## src/shared/timer_input_capture_cfg.svh

```systemverilog
// register offsets, field positions and reset values of the capture timer
`ifndef TIMER_INPUT_CAPTURE_CFG_SVH
`define TIMER_INPUT_CAPTURE_CFG_SVH

// ----------------------------------------------------------------------
// register byte offsets
// ----------------------------------------------------------------------
`define OFS_CONTROL        12'h000
`define OFS_COUNT_HIGH     12'h004
`define OFS_COUNT_LOW      12'h008
`define OFS_RELOAD_HIGH    12'h00c
`define OFS_RELOAD_LOW     12'h010
`define OFS_CAPTURE_HIGH   12'h014
`define OFS_CAPTURE_LOW    12'h018
`define OFS_STATUS         12'h01c
`define OFS_MASK           12'h020
`define OFS_ALT_FUNC       12'h024

// ----------------------------------------------------------------------
// control register fields
// ----------------------------------------------------------------------
`define CTL_ENABLE_BIT     7
`define CTL_POLARITY_BIT   6
`define CTL_PRESCALE_HI    5
`define CTL_PRESCALE_LO    3
`define CTL_OUT_MODE_BIT   2
`define CTL_SOURCE_HI      1
`define CTL_SOURCE_LO      0

// status and mask bits
`define STAT_CAPTURE_BIT   0
`define STAT_RELOAD_BIT    1

// alternate function enable bits
`define ALT_PIN_ZERO_BIT   0
`define ALT_PIN_ONE_BIT    1

// ----------------------------------------------------------------------
// reset values
// ----------------------------------------------------------------------
`define RST_CONTROL        8'h00
`define RST_COUNT          16'h0001
`define RST_RELOAD         16'hffff
`define RST_CAPTURE        16'h0000
`define RST_MASK           2'h0
`define RST_ALT_FUNC       2'h0
`define RESTART_COUNT      16'h0001
`define SYNC_STAGES        3

`endif

```

## src/shared/timer_input_capture_pkg.sv

```systemverilog
// types shared by the capture timer design and its bench
package timer_input_capture_pkg;

    typedef logic [15:0] word16_t;
    typedef logic [7:0]  byte_t;
    typedef logic [31:0] apb_data_t;
    typedef logic [11:0] apb_addr_t;

    // interrupt source selection codes
    typedef enum logic [1:0] {
        src_both    = 2'h0,
        src_capture = 2'h1,
        src_reload  = 2'h2,
        src_none    = 2'h3
    } interrupt_source_select_t;

endpackage : timer_input_capture_pkg

```

## src/verilog/timer_input_capture.sv

```systemverilog
// capture timer: apb registers, counter, input capture, pins and interrupt
`include "timer_input_capture_cfg.svh"

// Summary of operation
// - capture edge selectable rising or falling
// - counter loadable by software, typically 0001h
// - reload value held in high/low pair
// - capture registers written by capture or by software
// - interrupt on capture and reload once unmasked; mask resets to 0
// - source field limits interrupt to one event or none
// - enable write starts counting immediately
// - count advances once per prescale clocks
// - port a alternate function selected directly
// - pin zero is input or inverted output
// - timer uses pin zero and pin one
module timer_input_capture
(
    input  wire logic                              clk,
    input  wire logic                              rst,
    input  wire logic                              psel,
    input  wire logic                              penable,
    input  wire logic                              pwrite,
    input  wire timer_input_capture_pkg::apb_addr_t paddr,
    input  wire timer_input_capture_pkg::apb_data_t pwdata,
    output logic                                   pready,
    output timer_input_capture_pkg::apb_data_t     prdata,
    output logic                                   pslverr,
    output logic                                   irq,
    input  wire logic                              port_a_bit_zero_in,
    output logic                                   port_a_bit_zero_out,
    output logic                                   port_a_bit_zero_oe,
    output logic                                   port_a_bit_one_out,
    output logic                                   port_a_bit_one_oe
);
    import timer_input_capture_pkg::*;

    // ------------------------------------------------------------------
    // declarations
    // ------------------------------------------------------------------
    byte_t                    timer_control_first;
    word16_t                  count;
    word16_t                  reload;
    word16_t                  capture;
    logic [1:0]               status;
    logic [1:0]               mask;
    logic [1:0]               alt_func;
    logic [7:0]               prescale_count;
    logic [2:0]               sync;
    logic                     pin_level;
    logic                     timer_out;
    logic                     enable_prev;
    logic                     access_done;
    logic                     wr_done;
    logic                     rd_done;
    logic                     enabled;
    logic                     out_mode;
    logic                     tick;
    logic                     edge_seen;
    logic                     capture_event;
    logic                     reload_event;
    logic                     start_pulse;
    logic [1:0]               next_status;
    logic [1:0]               event_vec;
    logic [7:0]               prescale_limit;
    interrupt_source_select_t interrupt_source_select;

    // decode an offset into a mapped flag
    function automatic logic is_mapped(input apb_addr_t a);
        is_mapped = (a == `OFS_CONTROL) || (a == `OFS_COUNT_HIGH)
                 || (a == `OFS_COUNT_LOW) || (a == `OFS_RELOAD_HIGH)
                 || (a == `OFS_RELOAD_LOW) || (a == `OFS_CAPTURE_HIGH)
                 || (a == `OFS_CAPTURE_LOW) || (a == `OFS_STATUS)
                 || (a == `OFS_MASK) || (a == `OFS_ALT_FUNC);
    endfunction : is_mapped

    // write strobe for one offset, used by every register except status
    function automatic logic wr_hit(input logic done, input apb_addr_t a,
                                    input apb_addr_t ofs);
        wr_hit = done && (a == ofs);
    endfunction : wr_hit

    // ------------------------------------------------------------------
    // apb slave
    // ------------------------------------------------------------------
    // one wait state: ready rises in the second access cycle
    always_ff @(posedge clk or posedge rst)
    begin
        if (rst)
            pready <= 1'b0;
        else
            pready <= psel && penable && !pready;
    end

    assign access_done = psel && penable && pready;
    assign wr_done     = access_done && pwrite;
    assign rd_done     = access_done && !pwrite;

    // error answer for unmapped offsets, set alongside ready
    always_ff @(posedge clk or posedge rst)
    begin
        if (rst)
            pslverr <= 1'b0;
        else
            pslverr <= psel && penable && !pready && !is_mapped(paddr);
    end

    // read data mux, captured while ready is raised
    always_ff @(posedge clk or posedge rst)
    begin
        if (rst)
            prdata <= 32'h0000_0000;
        else if (psel && penable && !pready && !pwrite)
        begin
            unique case (paddr)
                `OFS_CONTROL:      prdata <= {24'h00_0000, timer_control_first};
                `OFS_COUNT_HIGH:   prdata <= {24'h00_0000, count[15:8]};
                `OFS_COUNT_LOW:    prdata <= {24'h00_0000, count[7:0]};
                `OFS_RELOAD_HIGH:  prdata <= {24'h00_0000, reload[15:8]};
                `OFS_RELOAD_LOW:   prdata <= {24'h00_0000, reload[7:0]};
                `OFS_CAPTURE_HIGH: prdata <= {24'h00_0000, capture[15:8]};
                `OFS_CAPTURE_LOW:  prdata <= {24'h00_0000, capture[7:0]};
                `OFS_STATUS:       prdata <= {30'h0000_0000, status};
                `OFS_MASK:         prdata <= {30'h0000_0000, mask};
                `OFS_ALT_FUNC:     prdata <= {30'h0000_0000, alt_func};
                default:           prdata <= 32'h0000_0000;
            endcase
        end
    end

    // ------------------------------------------------------------------
    // configuration registers
    // ------------------------------------------------------------------
    // control written whole; software disables first
    always_ff @(posedge clk or posedge rst)
    begin
        if (rst)
            timer_control_first <= `RST_CONTROL;
        else if (wr_hit(wr_done, paddr, `OFS_CONTROL))
            timer_control_first <= pwdata[7:0];
    end

    assign enabled                 = timer_control_first[`CTL_ENABLE_BIT];
    assign out_mode                = timer_control_first[`CTL_OUT_MODE_BIT];
    assign interrupt_source_select = interrupt_source_select_t'(
        timer_control_first[`CTL_SOURCE_HI:`CTL_SOURCE_LO]);
    assign prescale_limit          = 8'h01 << timer_control_first[`CTL_PRESCALE_HI:`CTL_PRESCALE_LO];

    // reload value as a high/low byte pair
    always_ff @(posedge clk or posedge rst)
    begin
        if (rst)
            reload <= `RST_RELOAD;
        else if (wr_hit(wr_done, paddr, `OFS_RELOAD_HIGH))
            reload[15:8] <= pwdata[7:0];
        else if (wr_hit(wr_done, paddr, `OFS_RELOAD_LOW))
            reload[7:0] <= pwdata[7:0];
    end

    // interrupt mask and alternate function enables
    always_ff @(posedge clk or posedge rst)
    begin
        if (rst)
        begin
            mask     <= `RST_MASK;
            alt_func <= `RST_ALT_FUNC;
        end
        else
        begin
            if (wr_hit(wr_done, paddr, `OFS_MASK))
                mask <= pwdata[1:0];
            if (wr_hit(wr_done, paddr, `OFS_ALT_FUNC))
                alt_func <= pwdata[1:0];
        end
    end

    // ------------------------------------------------------------------
    // timer input synchroniser and edge detect
    // ------------------------------------------------------------------
    // three stages; level accepted once stages two and three agree
    always_ff @(posedge clk or posedge rst)
    begin
        if (rst)
        begin
            sync      <= 3'h0;
            pin_level <= 1'b0;
        end
        else
        begin
            sync <= {sync[1:0], port_a_bit_zero_in};
            if (sync[1] == sync[2])
                pin_level <= sync[2];
        end
    end

    // polarity bit picks rising or falling edge
    assign edge_seen = (sync[1] == sync[2]) && (sync[2] != pin_level)
                    && (sync[2] == !timer_control_first[`CTL_POLARITY_BIT]);

    // pin zero is an input only outside output mode
    // alternate function enable routes the pin directly
    assign capture_event = enabled && !out_mode && alt_func[`ALT_PIN_ZERO_BIT]
                        && edge_seen;

    // ------------------------------------------------------------------
    // prescaler and counter
    // ------------------------------------------------------------------
    // rising enable restarts the prescaler at once
    always_ff @(posedge clk or posedge rst)
    begin
        if (rst)
            enable_prev <= 1'b0;
        else
            enable_prev <= enabled;
    end

    assign start_pulse = enabled && !enable_prev;

    // one count tick per prescale clock cycles
    always_ff @(posedge clk or posedge rst)
    begin
        if (rst)
            prescale_count <= 8'h00;
        else if (!enabled || start_pulse || tick)
            prescale_count <= 8'h00;
        else
            prescale_count <= prescale_count + 8'h01;
    end

    assign tick         = enabled && !start_pulse
                       && (prescale_count == prescale_limit - 8'h01);
    // reload when count matches without a capture
    assign reload_event = tick && (count == reload) && !capture_event;

    // software load; restart at 0001h on reload
    always_ff @(posedge clk or posedge rst)
    begin
        if (rst)
            count <= `RST_COUNT;
        else if (wr_hit(wr_done, paddr, `OFS_COUNT_HIGH))
            count[15:8] <= pwdata[7:0];
        else if (wr_hit(wr_done, paddr, `OFS_COUNT_LOW))
            count[7:0] <= pwdata[7:0];
        else if (reload_event)
            count <= `RESTART_COUNT;
        else if (tick)
            count <= count + 16'h0001;
    end

    // active edge copies count; software may clear
    always_ff @(posedge clk or posedge rst)
    begin
        if (rst)
            capture <= `RST_CAPTURE;
        else if (capture_event)
            capture <= count;
        else if (wr_hit(wr_done, paddr, `OFS_CAPTURE_HIGH))
            capture[15:8] <= pwdata[7:0];
        else if (wr_hit(wr_done, paddr, `OFS_CAPTURE_LOW))
            capture[7:0] <= pwdata[7:0];
    end

    // ------------------------------------------------------------------
    // interrupt status
    // ------------------------------------------------------------------
    // both sources by default; source field limits them
    always_comb
    begin
        event_vec = 2'h0;
        unique case (interrupt_source_select)
            src_both:    event_vec = {reload_event, capture_event};
            src_capture: event_vec = {1'b0, capture_event};
            src_reload:  event_vec = {reload_event, 1'b0};
            src_none:    event_vec = 2'h0;
        endcase
    end

    // read of status clears it; a new event in that cycle wins
    always_comb
    begin
        next_status = status;
        if (rd_done && (paddr == `OFS_STATUS))
            next_status = 2'h0;
        next_status = next_status | event_vec;
    end

    always_ff @(posedge clk or posedge rst)
    begin
        if (rst)
            status <= 2'h0;
        else
            status <= next_status;
    end

    // level interrupt while any unmasked status bit is set
    always_ff @(posedge clk or posedge rst)
    begin
        if (rst)
            irq <= 1'b0;
        else
            irq <= |(next_status & mask);
    end

    // ------------------------------------------------------------------
    // timer output pins
    // ------------------------------------------------------------------
    // output toggles on each reload in output mode
    always_ff @(posedge clk or posedge rst)
    begin
        if (rst)
            timer_out <= 1'b0;
        else if (!enabled || !out_mode)
            timer_out <= 1'b0;
        else if (reload_event)
            timer_out <= !timer_out;
    end

    // pin zero inverted output, pin one true output
    always_ff @(posedge clk or posedge rst)
    begin
        if (rst)
        begin
            port_a_bit_zero_out <= 1'b0;
            port_a_bit_zero_oe  <= 1'b0;
            port_a_bit_one_out  <= 1'b0;
            port_a_bit_one_oe   <= 1'b0;
        end
        else
        begin
            port_a_bit_zero_out <= !timer_out;
            port_a_bit_zero_oe  <= alt_func[`ALT_PIN_ZERO_BIT] && out_mode;
            port_a_bit_one_out  <= timer_out;
            port_a_bit_one_oe   <= alt_func[`ALT_PIN_ONE_BIT];
        end
    end

endmodule : timer_input_capture

```

## config.mk

```make
export PLATFORM = sky130hd
export DESIGN_NAME = timer_input_capture
export DESIGN_NICKNAME = d
export VERILOG_FILES = /design/src/shared/timer_input_capture_pkg.sv /design/src/verilog/timer_input_capture.sv
export VERILOG_INCLUDE_DIRS = /design/src /design/src/shared
export SDC_FILE = /design/constraint.sdc
export NUM_CORES = 1
export LEC_CHECK = 0
export CAP_MARGIN = 20
export CORE_MARGIN = 4
export CORE_UTILIZATION = 40
export CTS_BUF_LIST = sky130_fd_sc_hd__clkbuf_4
export CTS_CLUSTER_DIAMETER = 200
export CTS_CLUSTER_SIZE = 40
export DETAILED_ROUTE_END_ITERATION = 8
export DONT_BUFFER_PORTS = 1
export GPL_TIMING_DRIVEN = 0
export SETUP_SLACK_MARGIN = 0.5
export SLEW_MARGIN = 15
export SYNTH_ARGS = -nofsm -noshare
export SYNTH_HDL_FRONTEND = slang
export SYNTH_SLANG_ARGS = --single-unit
```

## constraint.sdc

```tcl
create_clock -name clk -period 4.59 [get_ports clk]
set_input_delay 0.2295 -clock clk [delete_from_list [all_inputs] [get_ports clk]]
set_output_delay 0.2295 -clock clk [all_outputs]
set_load 0.02 [all_outputs]
```

After elaboration in Yosys (flattened, before gate mapping). Cells that the tools add are included.

Register bits after elaboration: 115. Input bits: 50. Output and inout port bits: 39. Word-level logic and storage cells: 127.

$add $sub $neg: 3. Eq/ne operators: 19. Shifts and indexed selects: 1. Muxes and demuxes: 15. Bitwise operators: 4. Reduce and logical (&&, ||, !) cells: 62.

Operators with widths (number): one-hot mux 8 bit (10 select lines) (1); 2-to-1 mux 8 bit (7); == test 12 x 5 -> 1 bit, second input constant (4); 2-to-1 mux 16 bit (3); logical AND 1 bit (28); == test 12 x 4 -> 1 bit, second input constant (2); == test 12 x 6 -> 1 bit, second input constant (2); adder 16 x 1 -> 16 bit, second input constant (1); == test 16 bit (1); == test 12 x 3 -> 1 bit, second input constant (1); zero test 12 bit (1); logical OR 1 bit (12); zero test 1 bit (10); adder 8 x 1 -> 8 bit, second input constant (1); == test 8 bit (1); one-hot mux 2 bit (4 select lines) (1); AND reduction 2 bit (4); << shifter 1 x 3 -> 8 bit, first input constant (1); subtractor 8 x 1 -> 8 bit, second input constant (1); nonzero test 2 bit (3); nonzero test 3 bit (2); == test 2 bit, second input constant (2); != test 2 bit, second input constant (2); bitwise AND 2 bit (1); other kinds (9) (12).

Longest topological paths before layout. Gate-level depths: netlist of run 1.

Depth after elaboration: 12. Gate-level depth with buffers: 9. Mapped depth without buffers: 8.

Worst setup path after synthesis of run 1. OpenSTA, ideal clock, no wires.

Path type: reg2reg. Start: register count[0]. End: register count[1]. Library setup time: 0.123 ns. Arrival time: 2.175 ns. Required time: 4.467 ns. Setup slack: 2.293 ns. Stages on the path, launching flop included: 10. Buffers on the path: 2. Period minus slack after synthesis: 2.297 ns. Cells stage by stage: dfstp_2 > clkbuf_1 > xnor2_1 > nand4_1 > nor4_1 > nand2_1 > clkbuf_1 > a211oi_1 > nand2_1 > o221a_2.

Word-level cells in the longest chain between the ends: 5. Elaborated cells between the ends (all ways): 9. Classes of those cells: add/sub: 1; eq/ne: 1; mux: 3; reduce/logical: 4.

RTL lines: from (decl) (RTL line timer_input_capture.sv:41) `word16_t count;`; from (signal assigned) (RTL line timer_input_capture.sv:238) `` count <= `RST_COUNT; ``; from (signal assigned) (RTL line timer_input_capture.sv:242) `count[7:0] <= pwdata[7:0];`; from (signal assigned) (RTL line timer_input_capture.sv:244) `` count <= `RESTART_COUNT; ``; parallel branches: the longest is 5 deep, another holds adder 16 x 1 -> 16 bit.

Parallel ways; which one is timed is not known. The select of a mux whose other input is x is not followed. A chain may end at the register's enable or synchronous reset.

Worst setup path after layout of run 1. Ends and elaborated chain as after synthesis.

==> summary by stage, run 1 <==
Outcome
The flow ran to the end, and the final reports show no timing, DRC or antenna violations.

GRT
The via count of the first global-routing pass is 4,011. The met3 usage is 0.04424. For met1 alone, demand over resource in global routing was 0.2816. For this run, global-route usage on met2 was measured as 0.3112. Entering global routing, the biggest net connects 53 pins.

The total global-route track usage is 0.1999. The initial antenna violation count was 0. The global-route wire length before repair is 22,830 um. The total overflow reported by the global router is 0.

After global routing, the most crowded layer is met2.

Routing
The via-per-instance ratio is 5.598. After detailed routing, the total wire length is 14,550 um. The average wire per standard cell is 19.25 um.

The via total after detailed routing is 4,232. For this run, design rule violations remaining after detail routing come to 0. In this run the remaining antenna-violating nets after routing total 0. The number of search-and-repair iterations in the first detailed-routing pass is 5. The count of routing violations after the opening detailed-route iteration is 453.

STA
In the finished design, the share of the clock period the worst path needs comes to 0.6582. Setup repair after global routing left no endpoint under its margin. The total count of hold-check failures in the final report came to 0. Once routing completed, OpenROAD measured the worst setup slack at 1569 ps. At the pin with the least slew margin, the transition time is 948.5 ps. The number of pins exceeding their max-slew limit in the final report is 0. Clock skew on the completed layout was measured at 22.23 ps.

Subtracting the final worst setup slack from the clock period gives 3021 ps. Derived from the worst setup path, the maximum achievable clock frequency is 331.0 MHz. Adding up every negative setup slack in the final design gives 0 ps. In this run the tightest slew margin relative to its limit is 0.3642. The final setup violation count is 0.

Power and ir drop
For this design the ratio of total power to cell area is 249.0 nW/um2. The logic gate share of total power is 0.083. For this design the total switching power over the nets is 372.9 uW.

Of the total power, registers draw 0.577. Cell internal power was estimated by the tool at 1090 uW. Of the total power, the clock network draws 0.340. The analysis attributes to cell leakage a power of 0.002323 uW. Of the total power, the share spent switching nets is 0.2549. IR analysis of the VDD net gives a maximum drop of 0.0001720 V.

Clock network
Clock tree synthesis selected as its root buffer the cell clkbuf_4. The maximum root-to-sink buffer count is 2. Clock latency on the worst-skew pair, taken at its later pin, is 480 ps.

The number of hold-repair buffers added at the cts stage is 12. After clock tree synthesis, the repair step resized 0 gates. The TritonCTS clock tree is done. Once the clock tree was built, the setup fixing pass inserted 0 buffers. The clock transition time at the flip-flop clock pins of the worst setup and hold paths is 130 ps.

The H-tree was split into 3 levels. Counting the buffers created by CTS gives 9. For this design, the sink count on the clock tree is 91.

Synth
For this run, asynchronously set or reset flops after synthesis account for 1.000. The number of distinct standard cells referenced by the synthesized netlist is 62. The synthesized area per cell is 9.904 um2. The number of instances in the synthesized netlist is 533. For this run, the number of Yosys warnings is 0. Yosys mapped a number of flops with a built-in enable equal to 0. For this run, the leading register cell type out of synthesis is dfrtp_1. The area share of the largest cell type after synthesis is 0.3508. The synthesized design contains 91 register bits. The post-synthesis instance area is 5279 um2. By area the synthesized netlist is led by dfrtp_1, dfstp_2, mux2_2, mux2i_1, nor2_1. The fraction of the yosys area taken by sequential cells is 0.4354.

Summed over all instances, the cell type with the most area after synthesis is dfrtp_1.

Floorplan
The die covers 15,100 um2. In this run the count of I/O pins placed on the die edge is 89. Measured along the x axis, the die boundary spans 122.9 um. The starting utilization of the core area is 0.4133.

The number of rows in the core area is 41. The floorplan step set the die height to 122.9 um. The area of the core region is 12,770 um2.

Worst setup path
The signal arrival time at the worst endpoint is 3390 ps. The kind of start point of the critical path is a register. Walking the worst path, the cells encountered are clkbuf_1 > xnor2_1 > nand4_1 > nor4_1 > nand2_1 > clkbuf_1 > a211oi_1 > nand2_1 > o221a_2. Along the worst path, the maximum fanout reaches 10. Setup slack on the worst reg-to-reg path comes out at 1570 ps. The class of the most critical setup path is reg -> reg.

The worst stage delay on the critical path is 560 ps. Data on the critical path is required at its endpoint by 4960 ps. STA classifies the critical path endpoint as a register. On the critical path, the stage with the largest delay is an instance of dfstp_2.

Cells and area
The post-route cell area is 5873 um2. The top cell types in the final layout, fill and taps aside, are dfrtp_1, nor2_1, a21oi_1. The net total in the final layout is 632. At the end of the flow the core is filled with cells to 0.4598. The layout cell share with drive strength beyond 1 is 0.2021. The leading cell type in the layout, fill and taps excluded is dfrtp_1. The repair_antennas step left the layout with diodes totalling 0. The layout-stage area growth over the synthesis result is 11.26%. Excluding fillers, the count of instances in the completed layout stands at 756.

Placed design
The weighted congestion reported at the end of routability-driven placement is 0.8607. The placed instance count is 729. The port buffer count is 0. In this run the cell area measured after placement is 5603 um2. The post-place setup slack is 1644 ps. The HPWL after detailed placement is 10,420 um.

Run
Across the run, the number of max-cap violations was 0.

Hold path
The tightest min-delay check is of the in -> reg type.
==> worst paths after layout <==
check,startpoint,endpoint,depth (start not counted)
worst max-delay path,count[0],count[1],9
worst min-delay path,paddr[7],pslverr,3
worst max register to register,count[0],count[1],9
worst min register to register,sync[0],sync[1],0
max in group asynchronous,rst,reload[2],3
min in group asynchronous,rst,count[8],2
==> per-stage QoR <==
stage	hold WS (ps)	power, uW
2_1_floorplan	260.9	940.3
5_1_grt	27.89	1528
3_3_place_gp	261.2	961.2
4_1_cts	1.254	1481
6_report	22.09	1463
3_5_place_dp	251.9	963.9
==> routing by layer <==
metal / share of wire / vias to the layer above
met5: 0 / -
li1: - / 1976
met2: 0.47 / 146
met4: 0.0098 / 0
met3: 0.064 / 16
met1: 0.46 / 2094
==> power by group through the flow <==
stage / Clock [uW] / Combinational [uW] / Sequential [uW]
final: 498 / 122 / 843
after global routing: 549 / 133 / 846
after CTS: 515 / 121 / 844
after detailed placement: 0 / 105 / 859
after global placement: 0 / 103 / 859
after floorplan: 0 / 85.3 / 855
==> cells in the mapped netlist (7+ instances only) <==
| cell | count |
|---|---|
| nand4_1 | 9 |
| nor2_1 | 56 |
| mux4_2 | 7 |
| xnor2_1 | 19 |
| clkbuf_1 | 17 |
| dfstp_2 | 17 |
| buf_4 | 24 |
| mux2_2 | 29 |
| o21ai_0 | 15 |
| a21oi_1 | 37 |
| nand2b_1 | 7 |
| o211ai_1 | 7 |
| inv_1 | 9 |
| a22oi_1 | 10 |
| nand2_1 | 35 |
| dfrtp_1 | 74 |
| mux2i_1 | 24 |
| nor3_1 | 13 |
| nand3_1 | 15 |
| nor4_1 | 8 |
==> sequential cells by signal, indices dropped and copies added, names as in the netlist, 2 cells and up <==
| name | cells |
|---|---|
| alt_func | 2 |
| capture | 16 |
| count | 16 |
| mask | 2 |
| prdata | 8 |
| prescale_count | 8 |
| reload | 16 |
| status | 2 |
| sync | 3 |
| timer_control_first | 8 |
==> critical path: cells and delay by family (launching register included) <==
| kind | cells | cell delay, ps |
|---|---|---|
| and+or+nand+nor | 4 | 1030 |
| DFF | 1 | 560 |
| buffers and inverters | 2 | 710 |
| AOI/OAI and AO/OA | 2 | 430 |
| xor gates and xnor gates | 1 | 200 |
==> layout make-up <==
cell class	instances	area, um2
fillers	1262	6900
multi-input cells	404	2720
flip-flops and latches	91	2298
plain buffers	52	312.8
well taps	172	215.2
repair buffers	13	140.1
clock buffers	11	82.58
clock inverters	4	67.56
inverters	9	36.28
==> kinds of logic after synthesis <==
logic type,share of synthesized area
mux,0.1372
simple gates,0.1823
fa+ha+maj,0.006636
other cells,0.0007104
buf+inv,0.06565
compound gates,0.1323
xor+xnor,0.03982
flops,0.4354
Note: power is estimated with default switching activity, not from simulation.
==> run 2: changes to the inputs <==
- clock period: 4.59 -> 3.1 ns (I/O delays scaled with it)
==> run 2 against run 1 <==
  * Critical path depth down 4
  * Largest cell class unchanged
  * Register-to-register slack worse by 970 ps
  * Combinational power up 48%
  * Worst setup slack worse by 970 ps
  * Cell area up 1.2%
  * Largest power group unchanged
==> summary by stage, run 2 (synthesis results as in run 1) <==
Outcome
The flow ran to the end, and the final reports show no timing, DRC or antenna violations.

Routing
The average wire per standard cell is 19.09 um (-0.81%). The total DRC errors in the routed layout is 0 (unchanged). The total wire length after detailed routing is 14,490 um (-0.41%).

The via total after detailed routing is 4,274 (+0.99%). The via-per-instance ratio came to 5.631 (+0.59%). The number of search-and-repair iterations in the first detailed-routing pass is 5 (unchanged). The number of nets with antenna violations after detailed routing was 0 (unchanged). The count of routing violations after the opening detailed-route iteration was 428 (-5.5%).

STA
The total negative slack is 0 ps (unchanged). The worst clock skew was 26.10 ps (+3.876 ps). The number of pins exceeding their max-slew limit in the final report is 0 (unchanged). The shortest period the worst path allows is 2501 ps (-520.4 ps). Setup repair after global routing left no endpoint under its margin. The pin slew with the least headroom to its limit was 947.9 ps (-0.6128 ps).

The final setup violation count is 0 (unchanged). The worst hold slack was 25.27 ps (+3.174 ps). The normalized max-slew margin is 0.3646 (+0.0004110). The total count of hold-check failures in the final report came to 0 (unchanged). The maximum clock rate is 399.9 MHz (+21%). The post-route fraction of the period consumed by the critical path is 0.8067 (+0.1485).

Worst setup path
STA classifies the critical path endpoint as a register. STA classifies the critical path startpoint as a register. The setup path with the least slack is of type reg -> reg. The worst path required time is 3460 ps (-1500 ps). The signal arrival time at the worst endpoint is 2860 ps (-530 ps). The critical-path maximum fanout is 8 (-2). The worst reg-to-reg setup slack is 600 ps (-970 ps).

Clock network
The root buffer cell chosen for the clock tree is clkbuf_4. The number of CTS-inserted buffers was 9 (unchanged). The count of buffers added by post-CTS timing repair for setup came to 0 (unchanged). The latest clock arrival within the worst-skew pair was 480 ps (about the same). The H-tree depth is 3 (unchanged). The clock transition time at the flip-flop clock pins of the worst setup and hold paths came to 130 ps (about the same). The clock sink count is 91 (unchanged). The maximum root-to-sink buffer count is 2 (unchanged).

The TritonCTS clock tree is done.

Floorplan
The number of rows in the core area is 41 (unchanged). The horizontal extent of the die is 122.9 um (unchanged). The vertical extent of the die is 122.9 um (unchanged). The die area is 15,100 um2 (unchanged). The area of the core region is 12,770 um2 (unchanged).

The starting utilization of the core area is 0.4133 (unchanged). The top-level port count is 89 (unchanged).

Power and ir drop
The power per cell area was 364.6 nW/um2 (+46%). The leakage power total is 0.002373 uW (+2.2%). The fraction of power consumed by the clock network is 0.340 (about the same). The power dissipated by switching net loads is 551.9 uW (+48%).

The internal power summed over all cells is 1615 uW (+48%). The part of the power in registers is 0.577 (about the same). The logic gate share of total power is 0.084 (about the same). The maximum vdd drop is 0.0002545 V (+48%). The share of total power consumed by net switching was 0.2547 (about the same). The sum of internal, switching and leakage power is 2167 uW (+48%).

Cells and area
The antenna cell count is 0 (unchanged). The post-route non-filler standard cell count is 759 (+0.40%). In the final layout, the registers with the most flip-flops are capture (16), count (16), reload (16). The leading cell type in the layout, fill and taps excluded is dfrtp_1.

The area growth from synthesis to layout is 12.56%. The net total in the final layout was 635 (+0.47%). The post-route cell area came to 5942 um2 (+1.2%). The area of the multi-input gates came to 2748 um2 (+1.0%). The number of fill cells came to 1,253 (-0.71%).

The library cells used most frequently in the layout, excluding fill and tap cells, are dfrtp_1, nor2_1, a21oi_1. The sequential cell area in the final layout is 2298 um2 (unchanged). The layout cell share with drive strength beyond 1 is 0.2215 (+0.01941).

Hold path
The path class of the tightest hold or removal check is in -> reg.

GRT
The total overflow reported by the global router is 0 (unchanged). The total global-route track usage is 0.2014 (+0.001467). The met2 track demand over resource in global routing is 0.3153 (+0.004100). The pin count of the biggest net entering global routing is 53 (unchanged).

The met1 track utilization from global routing is 0.2825 (+0.0008800). The met3 usage is 0.04424 (unchanged). The global-route wire length before repair is 22,990 um (+0.69%). The initial antenna violation count is 0 (unchanged). The via count of the first global-routing pass came to 4,041 (+0.75%). The global routing's busiest layer is met2.

Placed design
The weighted congestion reported at the end of routability-driven placement is 0.8607 (unchanged). The placed instance count is 729 (unchanged). The post-detailed-placement cell area is 5603 um2 (unchanged).

The HPWL after detailed placement was 10,420 um (unchanged). The port buffer count was 0 (unchanged).

Run
The count of maximum capacitance violations came to 0 (unchanged).
run 2: cell count changes in the layout (fill, tap and decap cells not counted), sizes merged:
cell         change
dlygate4sd3      +3
run 2: layout make-up:
| class | instances | area share |
|---|---|---|
| plain buffers | 52 | 0.05454 |
| repair buffers | 16 | 0.02864 |
| flip-flops and latches | 91 | 0.3868 |
| multi-input cells | 404 | 0.4624 |
| inverters | 9 | 0.006107 |
| clock buffers | 11 | 0.01390 |
| clock inverters | 4 | 0.01137 |
| well taps | 172 | 0.03622 |
run 2: worst max-delay path, stage by stage (launching register included):
cell,delay (ps)
dfrtp_1,560
nand3_1,160
nor2_1,380
nand2_1,160
nor3_2,720
mux2_2,420
run 2: worst paths after layout:
| path | startpoint | to | cells past startpoint |
|---|---|---|---|
| max in group asynchronous | rst | reload[3] | 3 |
| worst min register to register | sync[0] | sync[1] | 0 |
| worst min-delay path | paddr[4] | prdata[1] | 5 |
| min in group asynchronous | rst | count[8] | 2 |
| worst max register to register | pready | timer_control_first[6] | 5 |
| worst max-delay path | pready | timer_control_first[6] | 5 |
run 2: layer usage:
metal | wire (um) | share of wire
met5 | 0 | 0
met2 | 6751 | 0.47
met3 | 974 | 0.067
met1 | 6545 | 0.45
met4 | 218 | 0.015
run 2: timing repair:
item / CTS / global route
setup endpoints to repair: 18 / 16
pin swaps: 0 / 1
gates cloned: 0 / 0
gates resized for setup: 4 / 15
hold buffers: 15 / 0
hold endpoints to repair: 97 / 0
run 2: power by group through the flow:
stage	registers, uW	logic (uW)	clock network (uW)
final	1250	181	736
after global routing	1250	199	813
after CTS	1250	181	763
after detailed placement	1270	156	0
after global placement	1270	152	0
after floorplan	1270	126	0
run 2: through the flow:
| stage | util | setup WS [ps] |
|---|---|---|
| after floorplan | - | 609.5 |
| after global placement | 0.4369 | -461.5 |
| after detailed placement | 0.4386 | 153.7 |
| after CTS | 0.4629 | 501.3 |
| after global routing | 0.4652 | 515.3 |
| final | 0.4652 | 599.2 |
